[src/logic/cdg_defs.svh]
`ifndef CDG_DEFS_SVH
`define CDG_DEFS_SVH
// Oscillator period in ns and cycles at 100 MHz (50 kHz nominal)
`define CDG_OSC_PERIOD_NS 20000
`define CDG_CLK_PERIOD_NS 10
`define CDG_OSC_CYCLES (`CDG_OSC_PERIOD_NS / `CDG_CLK_PERIOD_NS)
// Tachometer pulse on time in ns, rounded down to cycles
`define CDG_TACH_ON_NS 220000
`define CDG_TACH_CYCLES (`CDG_TACH_ON_NS / `CDG_CLK_PERIOD_NS)
`define CDG_PHASES 3
`endif

[src/logic/cdg_pkg.sv]
`default_nettype none
package cdg_pkg;
    typedef logic [2:0] cdg_hall_t;
    typedef logic [2:0] cdg_drive_t;
endpackage
`default_nettype wire

[src/logic/cdg_sync.sv]
`timescale 1ns/1ps
`default_nettype none
module cdg_sync #(
    parameter int WIDTH = 1
) (
    input wire logic ref_clk_in,
    input wire logic reset_n_in,
    input wire logic [WIDTH-1:0] async_in,
    output logic [WIDTH-1:0] sync_out
);
    logic [WIDTH-1:0] meta_ff;
    // Two stages; only the second stage is read outside
    always_ff @(posedge ref_clk_in or negedge reset_n_in) begin
        if (!reset_n_in) begin
            meta_ff <= '0;
            sync_out <= '0;
        end else begin
            meta_ff <= async_in;
            sync_out <= meta_ff;
        end
    end
endmodule // cdg_sync
`default_nettype wire

[src/logic/cdg_guard.sv]
// Notes on behaviour
// - Decode shaft inputs and registered direction into phase drives.
// - Direction latched, then shifted through two stages before decoder.
// - Latch follows input only while speed is below low threshold.
// - All drives off while latch or shift register in and out differ.
// - Shift advances on oscillator tick; change lands in 1-2 periods.
// - Each direction toggle gives one tach pulse regardless of speed.
// - Comparator trip clears the PWM latch, chopping drives off.
`timescale 1ns/1ps
`default_nettype none
`include "cdg_defs.svh"
module cdg_guard import cdg_pkg::*; #(
    parameter int OSC_CYCLES = `CDG_OSC_CYCLES,
    parameter int TACH_CYCLES = `CDG_TACH_CYCLES
) (
    input wire logic ref_clk_in,
    input wire logic reset_n_in,
    input wire logic [2:0] shaft_position_inputs_in,
    input wire logic direction_in,
    input wire logic speed_low_in,
    input wire logic pwm_trip_in,
    output logic [2:0] high_side_drive_out,
    output logic [2:0] low_side_drive_out,
    output logic tach_out,
    output logic osc_tick_out
);
    ////////////////////////////////////////////////////////////////////
    logic [2:0] hall_s;
    logic dir_s;
    logic slow_s;
    logic trip_s;
    cdg_sync #(.WIDTH(6)) u_sync (
        .ref_clk_in(ref_clk_in),
        .reset_n_in(reset_n_in),
        .async_in({shaft_position_inputs_in, direction_in, speed_low_in,
                   pwm_trip_in}),
        .sync_out({hall_s, dir_s, slow_s, trip_s})
    );
    ////////////////////////////////////////////////////////////////////
    // Oscillator divider; a slower rate is an enable pulse
    logic [31:0] osc_cnt_ff;
    logic osc_tick;
    assign osc_tick = (osc_cnt_ff == 32'(OSC_CYCLES - 1));
    always_ff @(posedge ref_clk_in or negedge reset_n_in) begin
        if (!reset_n_in) begin
            osc_cnt_ff <= 32'h0;
        end else if (osc_tick) begin
            osc_cnt_ff <= 32'h0;
        end else begin
            osc_cnt_ff <= osc_cnt_ff + 32'h1;
        end
    end
    always_ff @(posedge ref_clk_in or negedge reset_n_in) begin
        if (!reset_n_in) begin
            osc_tick_out <= 1'b0;
        end else begin
            osc_tick_out <= osc_tick;
        end
    end
    ////////////////////////////////////////////////////////////////////
    // speed gated latch
    logic dir_latch_ff;
    logic dir_latch_q;
    assign dir_latch_q = dir_latch_ff;
    always_ff @(posedge ref_clk_in or negedge reset_n_in) begin
        if (!reset_n_in) begin
            dir_latch_ff <= 1'b0;
        end else if (slow_s) begin
            dir_latch_ff <= dir_s;
        end
    end
    logic [1:0] dir_shift_ff;
    always_ff @(posedge ref_clk_in or negedge reset_n_in) begin
        if (!reset_n_in) begin
            dir_shift_ff <= 2'h0;
        end else if (osc_tick) begin
            dir_shift_ff <= {dir_shift_ff[0], dir_latch_q};
        end
    end
    logic inhibit;
    assign inhibit = (dir_s != dir_latch_q) ||
                     (dir_latch_q != dir_shift_ff[1]) ||
                     (dir_shift_ff[0] != dir_shift_ff[1]);
    ////////////////////////////////////////////////////////////////////
    // chop latch, trip wins over the period set
    logic pwm_latch_ff;
    always_ff @(posedge ref_clk_in or negedge reset_n_in) begin
        if (!reset_n_in) begin
            pwm_latch_ff <= 1'b0;
        end else if (trip_s) begin
            pwm_latch_ff <= 1'b0;
        end else if (osc_tick) begin
            pwm_latch_ff <= 1'b1;
        end
    end
    ////////////////////////////////////////////////////////////////////
    // six step decode; invalid codes give no drive
    logic [2:0] nxt_high;
    logic [2:0] nxt_low;
    always_comb begin
        nxt_high = 3'h0;
        nxt_low = 3'h0;
        case (hall_s)
            3'h1: begin
                nxt_high = 3'h1;
                nxt_low = 3'h2;
            end
            3'h3: begin
                nxt_high = 3'h1;
                nxt_low = 3'h4;
            end
            3'h2: begin
                nxt_high = 3'h2;
                nxt_low = 3'h4;
            end
            3'h6: begin
                nxt_high = 3'h2;
                nxt_low = 3'h1;
            end
            3'h4: begin
                nxt_high = 3'h4;
                nxt_low = 3'h1;
            end
            3'h5: begin
                nxt_high = 3'h4;
                nxt_low = 3'h2;
            end
            default: begin
                nxt_high = 3'h0;
                nxt_low = 3'h0;
            end
        endcase
        // Reverse direction swaps the high and low phase sets
        if (dir_shift_ff[1]) begin
            {nxt_high, nxt_low} = {nxt_low, nxt_high};
        end
        if (inhibit || !pwm_latch_ff) begin
            nxt_high = 3'h0;
            nxt_low = 3'h0;
        end
    end
    always_ff @(posedge ref_clk_in or negedge reset_n_in) begin
        if (!reset_n_in) begin
            high_side_drive_out <= 3'h0;
            low_side_drive_out <= 3'h0;
        end else begin
            high_side_drive_out <= nxt_high;
            low_side_drive_out <= nxt_low;
        end
    end
    ////////////////////////////////////////////////////////////////////
    // tach pulse on every direction edge or shaft edge
    logic dir_prev_ff;
    logic [2:0] hall_prev_ff;
    logic [31:0] tach_cnt_ff;
    logic tach_fire;
    assign tach_fire = (dir_s != dir_prev_ff) || (hall_s != hall_prev_ff);
    always_ff @(posedge ref_clk_in or negedge reset_n_in) begin
        if (!reset_n_in) begin
            dir_prev_ff <= 1'b0;
            hall_prev_ff <= 3'h0;
        end else begin
            dir_prev_ff <= dir_s;
            hall_prev_ff <= hall_s;
        end
    end
    always_ff @(posedge ref_clk_in or negedge reset_n_in) begin
        if (!reset_n_in) begin
            tach_cnt_ff <= 32'h0;
            tach_out <= 1'b0;
        end else if (tach_fire) begin
            tach_cnt_ff <= 32'(TACH_CYCLES - 1);
            tach_out <= 1'b1;
        end else if (tach_cnt_ff != 32'h0) begin
            tach_cnt_ff <= tach_cnt_ff - 32'h1;
        end else begin
            tach_out <= 1'b0;
        end
    end
endmodule // cdg_guard
`default_nettype wire

[config.mk]
export PLATFORM = sky130hd
export DESIGN_NAME = cdg_guard
export DESIGN_NICKNAME = d
export VERILOG_FILES = /design/src/logic/cdg_pkg.sv /design/src/logic/cdg_sync.sv /design/src/logic/cdg_guard.sv
export VERILOG_INCLUDE_DIRS = /design/src /design/src/logic
export SDC_FILE = /design/constraint.sdc
export NUM_CORES = 1
export LEC_CHECK = 0
export BUFFER_PORTS_ARGS = -buffer_cell sky130_fd_sc_hd__buf_4
export CORE_MARGIN = 2
export CORE_UTILIZATION = 55
export CTS_BUF_LIST = sky130_fd_sc_hd__clkbuf_8
export DETAILED_ROUTE_END_ITERATION = 8
export PLACE_DENSITY = 0.8
export SYNTH_ARGS = -nofsm -noshare
export SYNTH_HDL_FRONTEND = slang
export SYNTH_SLANG_ARGS = --single-unit
[constraint.sdc]
create_clock -name ref_clk_in -period 3.4 [get_ports ref_clk_in]
set_clock_uncertainty 0.1 [all_clocks]
set_input_delay 0.51 -clock ref_clk_in [delete_from_list [all_inputs] [get_ports ref_clk_in]]
set_output_delay 0.51 -clock ref_clk_in [all_outputs]
set_load 0.02 [all_outputs]
* After elaboration in Yosys (flattened, before gate mapping)
Index checks and enable logic that the tools add are counted.
** Operators by class
- Reduce and logical (&&, ||, !) cells :: 14
- Divide/modulo/power cells :: 0
- Add/subtract/negate cells :: 2
- Bitwise logic cells :: 0
- Shift-type cells :: 0
- $lt $le $gt $ge :: 0
- Eq/ne operators :: 13
- Mux-type cells :: 13
- Multipliers :: 0
** Operators by type and width (number)
- 2-to-1 mux 32 bit :: 3
- adder 32 x 1 -> 32 bit, second input constant :: 1
- equality test 32 x 11 -> 1 bit, second input constant :: 1
- nonzero test 32 bit :: 1
- subtractor 32 x 1 -> 32 bit, second input constant :: 1
- one-hot mux 3 bit (3 select lines) :: 2
- 2-to-1 mux 3 bit :: 4
- OR reduction 2 bit :: 6
- equality test 3 bit, second input constant :: 3
- equality test 3 x 2 -> 1 bit, second input constant :: 2
- logical OR 1 bit :: 4
- 2-to-1 mux 1 bit :: 4
- inequality test 1 bit :: 4
- nonzero test 2 bit :: 2
- equality test 3 x 1 -> 1 bit, second input constant :: 1
- inequality test 3 bit :: 1
- inequality test 2 bit, second input constant :: 1
- zero test 1 bit :: 1
** Word-level totals
- Output and inout bits :: 8
- Bits in latches :: 0
- Memory bits (read-only) :: 0
- Memory bits (writable) :: 0
- Word-level logic and storage cells :: 55
- Flip-flop bits (word level) :: 92
- Memories :: 0
- Input port bits :: 8

* Longest topological paths before layout
- Depth in word-level cells :: 5
- Gate-level depth with buffers :: 8
- Mapped depth without buffers :: 7

* Cells and area by module
Synthesis repeated with hierarchy kept, for this count alone.
** Second synthesis, totals
- Cell total of the unflattened synthesis :: 402
- Area total of the unflattened synthesis :: 4304.1 sq um
** Modules (own cells, without submodules)
- cdg_guard :: times used 1, area an instance 4003.8 sq um, cells each 390
- cdg_sync :: times used 1, area an instance 300.3 sq um, cells each 12

* Least setup slack after synthesis
No wires, ideal clock.
- Path kind :: register to register
- Start point :: reg tach_cnt_ff[0]
- End point :: reg tach_cnt_ff[5]
- Path buffers :: 0
- Stages on the path, launching flop included :: 8
- Arrival :: 1816 ps
- Period minus slack after synthesis :: 2040 ps
- Path slack :: 1360 ps
- Library setup time :: 124 ps
- Cells stage by stage :: dfrtp_1 -> inv_1 -> ha_1 -> nor4b_2 -> nand3_2 -> o31a_1 -> a211oi_1 -> nor2_1
** Between the ends
- Longest elaborated chain between the ends :: 3
- Elaborated cells between the ends (all ways) :: 5
- Those cells by class :: add/sub (1); mux (2); reduce/logical (2)
** RTL lines
- start: declaration :: line cdg_guard.sv:155 : logic [31:0] tach_cnt_ff;
- start signal: assignment :: line cdg_guard.sv:172 : tach_cnt_ff <= 32'(TACH_CYCLES - 1);
- start signal: assignment :: line cdg_guard.sv:175 : tach_cnt_ff <= tach_cnt_ff - 32'h1;
- subtractor 32 x 1 -> 32 bit :: line cdg_guard.sv:175
- 2-to-1 mux 32 bit :: line cdg_guard.sv:174 : end else if (tach_cnt_ff != 32'h0) begin
- 2-to-1 mux 32 bit :: line cdg_guard.sv:171 : end else if (tach_fire) begin
Parallel ways exist; a longest one is shown, timed or not. The select of a mux whose other input is x is not followed.
A chain may end at the register's enable or synchronous reset.

* Final worst setup path
- Start point :: reg tach_cnt_ff[26]
- End point :: reg tach_cnt_ff[5]
** Between the ends
- Longest elaborated chain between the ends :: 2
** RTL lines (line)
- nonzero test 32 bit :: cdg_guard.sv:174
- nonzero test 2 bit (no line)
No other way between the ends.

==> flow_metrics.env <==
export IMPL_status="complete, no violations"
export IMPL_grt_pass1_vias=2970
export IMPL_nNetsFinal=424
export IMPL_path_max_fanout=7
export IMPL_synth_xor_area_share_pct=10.73
export IMPL_crit_start="tach_cnt_ff[26]"
export IMPL_grt_ovfl_total=0
export IMPL_grt_max_degree=72
export IMPL_synth_simple_area_share_pct=25.98
export IMPL_finalWeightedCongestion=0.8330
export IMPL_reg2reg_to="tach_cnt_ff[5]"
export IMPL_design_die_area_mm2=0.008588
export IMPL_io_pins=16
export IMPL_vdd_drop_max_uv=338.4
export IMPL_cp_data_arrival_time_ns=2.47
export IMPL_top_usage_layer="met2"
export IMPL_met3_usage_pct=4.719
export IMPL_synth_avg_cell_area_um2=10.84
export IMPL_synth_seq_area_share_pct=53.24
export IMPL_cts_root_buffer="clkbuf_8"
export IMPL_slew_viol_final=0
export IMPL_critPathLaunchType="register"
export IMPL_synth_top_family_by_area="simple AND/OR/NAND/NOR gates"
export IMPL_use_met1_pct=26.70
export IMPL_hp_class="input port to asynchronous set/reset pin"
export IMPL_critPathCapture="tach_cnt_ff[5]"
export IMPL_synthCells=399
export IMPL_p_leak_nw=1.942
export IMPL_tightest_slew_ns=0.8610
export IMPL_fin_area_mm2=0.004693
export IMPL_drt_antenna_violating_nets=0
export IMPL_wirelength_um=7661
export IMPL_die_y_um=92.67
export IMPL_core_mm2=0.007687
export IMPL_synth_warnings=0
export IMPL_avgViaCountPerCell=5.710
export IMPL_cts_hold_buf=0
export IMPL_setup_viol=0
export IMPL_reg2reg_from="tach_cnt_ff[26]"
export IMPL_grt_first_pass_wirelength_um=13570
export IMPL_wl_per_cell_um=14.73
export IMPL_fin_total_pwr_mw=1.834
export IMPL_route_detailed_drc=0
export IMPL_cp_required_ns=3.56
export IMPL_drt_first_pass_iters=4
export IMPL_placedInstanceArea_mm2=0.004522
export IMPL_antenna_found_initial=0
export IMPL_fp_row_count=32
export IMPL_slew_headroom_pct=42.60
export IMPL_synthAdderAreaFrac_pct=0.5787
export IMPL_netlist_area_mm2=0.004324
export IMPL_r2r_cells=5
export IMPL_rsz0062_at_grt="false"
export IMPL_ctsResizeCount=0
export IMPL_postCtsSetupRepairBufs=0
export IMPL_die_w_um=92.67
export IMPL_finalSetupTns_ns=0
export IMPL_grt_use_total_pct=19.93
export IMPL_period_needed_ns=2.316
export IMPL_rrSetupSlack_ns=1.08
export IMPL_synth_compound_area_share_pct=6.481
export IMPL_maxCapViolations=0
export IMPL_htreeDepth=3
export IMPL_start_util_pct=56.25
export IMPL_clock_latency_ns=0.36
export IMPL_syn2layout_area_growth_pct=8.536
export IMPL_period_share_pct=68.12
export IMPL_synthesis_nets=409
export IMPL_fillCellCount=627
export IMPL_dp_hpwl_um=5305
export IMPL_cts_tree="yes"
export IMPL_vias=2969
export IMPL_muxShareOfSynthArea_pct=0.7812
export IMPL_cp_end_kind="register"
export IMPL_worst_setup_path_type="register to register"
export IMPL_drive_above_1_share_pct=15.07
export IMPL_yosys_cell_types_count=47
export IMPL_clockBufferDepth=2
export IMPL_path_clk_slew_ns=0.10
export IMPL_clock_sinks=92
export IMPL_pwr_density_cell_mw_per_mm2=390.7
export IMPL_ys_ff_latch=92
export IMPL_cts_buffers=9
export IMPL_final_hold_viol_count=0
export IMPL_drtIter0Drc=143
export IMPL_timing_fmax_mhz=431.8
export IMPL_diodes=0
export IMPL_portBuffers=15
export IMPL_grtUsageMet2_pct=32.30
## layout by cell type (no fill, tap or decap), types with 6 or more instances in the layout
cell / n
nor2_1: 43
nor4_1: 17
xnor2_1: 40
nand4_1: 11
nand2_1: 23
nand3b_1: 6
clkbuf_8: 9
and4_1: 7
nor3_1: 7
inv_1: 6
xor2_1: 13
and3_1: 16
or3b_2: 6
dfrtp_1: 92
a21oi_1: 16
nand3_1: 23
buf_4: 19
## logic make-up (layout without fill, tap and decap cells)
logic type               Yosys count  after routing
AO/OA/AOI/OAI                     42             42
XOR/XNOR                          53             53
adder cells (fa/ha/maj)            2              2
buffers and inverters             21             40
flip-flops                        92             92
multiplexers                       3              3
AND/OR/NAND/NOR                  186            186
## cells in the mapped netlist (all sizes together)
| cell | n | share of area, % |
|---|---|---|
| dfrtp | 92 | 53 |
| nor2 | 43 | 3.7 |
| xnor2 | 40 | 8.1 |
| nand3 | 25 | 3.1 |
| nand2 | 23 | 2.0 |
| nor4 | 23 | 4.8 |
| a21oi | 16 | 1.9 |
| and3 | 16 | 2.3 |
| xor2 | 13 | 2.6 |
| nand4 | 12 | 1.9 |
| clkbuf | 10 | 0.87 |
| nor3 | 10 | 1.8 |
| o21ai | 8 | 0.93 |
| and4 | 7 | 1.4 |
| inv | 6 | 0.52 |
| nand3b | 6 | 1.0 |
| or3b | 6 | 1.2 |
| a211oi | 5 | 0.87 |
| buf | 5 | 0.81 |
| or3 | 5 | 0.75 |
| a2111oi | 3 | 1.0 |
| mux2 | 3 | 0.78 |
| o31ai | 3 | 0.52 |
| a31oi | 2 | 0.29 |
| and2 | 2 | 0.29 |
| ha | 2 | 0.58 |
| nand2b | 2 | 0.29 |
| nor4b | 2 | 0.69 |
| or4 | 2 | 0.35 |
| a31o | 1 | 0.20 |
| nor2b | 1 | 0.14 |
| o2111ai | 1 | 0.20 |
| o211ai | 1 | 0.17 |
| o311ai | 1 | 0.20 |
| o31a | 1 | 0.20 |
| or2 | 1 | 0.14 |
## flip-flops by register name, summed over array words and instances, names as in the netlist, 2 cells and up
signal / flops
dir_shift_ff: 2
hall_prev_ff: 3
high_side_drive_out: 3
low_side_drive_out: 3
osc_cnt_ff: 32
tach_cnt_ff: 32
u_sync.meta_ff: 6
u_sync.sync_out: 6
## stage by stage
| step | std cells | hold slack [ns] | setup slack [ns] | util (%) |
|---|---|---|---|---|
| after detailed placement | 505 | 0.2347 | 1.133 | 58.82 |
| final | 520 | 0.1507 | 1.084 | 61.05 |
| after global placement | 505 | 0.2319 | 1.219 | 58.82 |
| after global routing | 520 | 0.1301 | 0.9536 | 61.05 |
| after CTS | 520 | 0.1394 | 1.106 | 61.05 |
| after floorplan | 399 | 0.1144 | 1.360 | - |
## critical path: stages, from the launching register on
cell and delay (ns):
dfrtp_1 0.43, nor4_1 0.62, nand3_1 0.33, o31a_1 0.41
a211oi_1 0.26, nor2_1 0.07
## per-layer routing
layer  part of all wire, %  up-vias
met3                   3.7       10
met4                   1.2        0
met2                    49       59
met1                    46     1443
met5                     0        -
li1                      -     1457
## power by group
group / total [mW] / switching (mW) / internal [mW]
Combinational: 0.0503 / 0.0326 / 0.0177
Sequential: 1.11 / 0.00907 / 1.10
Clock: 0.670 / 0.397 / 0.272
## worst min-delay path by stage
stage,end,cells after the start,from
after floorplan,dir_latch_ff,0,reset_n_in
after global placement,u_sync.sync_out[4],0,u_sync.meta_ff[4]
after detailed placement,u_sync.sync_out[1],0,u_sync.meta_ff[1]
after CTS,u_sync.meta_ff[3],1,shaft_position_inputs_in[0]
after global routing,u_sync.meta_ff[0],1,pwm_trip_in
final,tach_cnt_ff[26],1,reset_n_in
## cell type report
cell class	instances	area, um2	area share (%)
repair buffers	19	142.6	3.039
clock inverters	6	47.55	1.013
clock buffers	9	123.9	2.639
well taps	102	127.6	2.719
inverters	6	22.52	0.4799
multi-input cells	286	1927	41.06
flip-flops and latches	92	2302	49.05
Power figures use the tool's default switching activity.
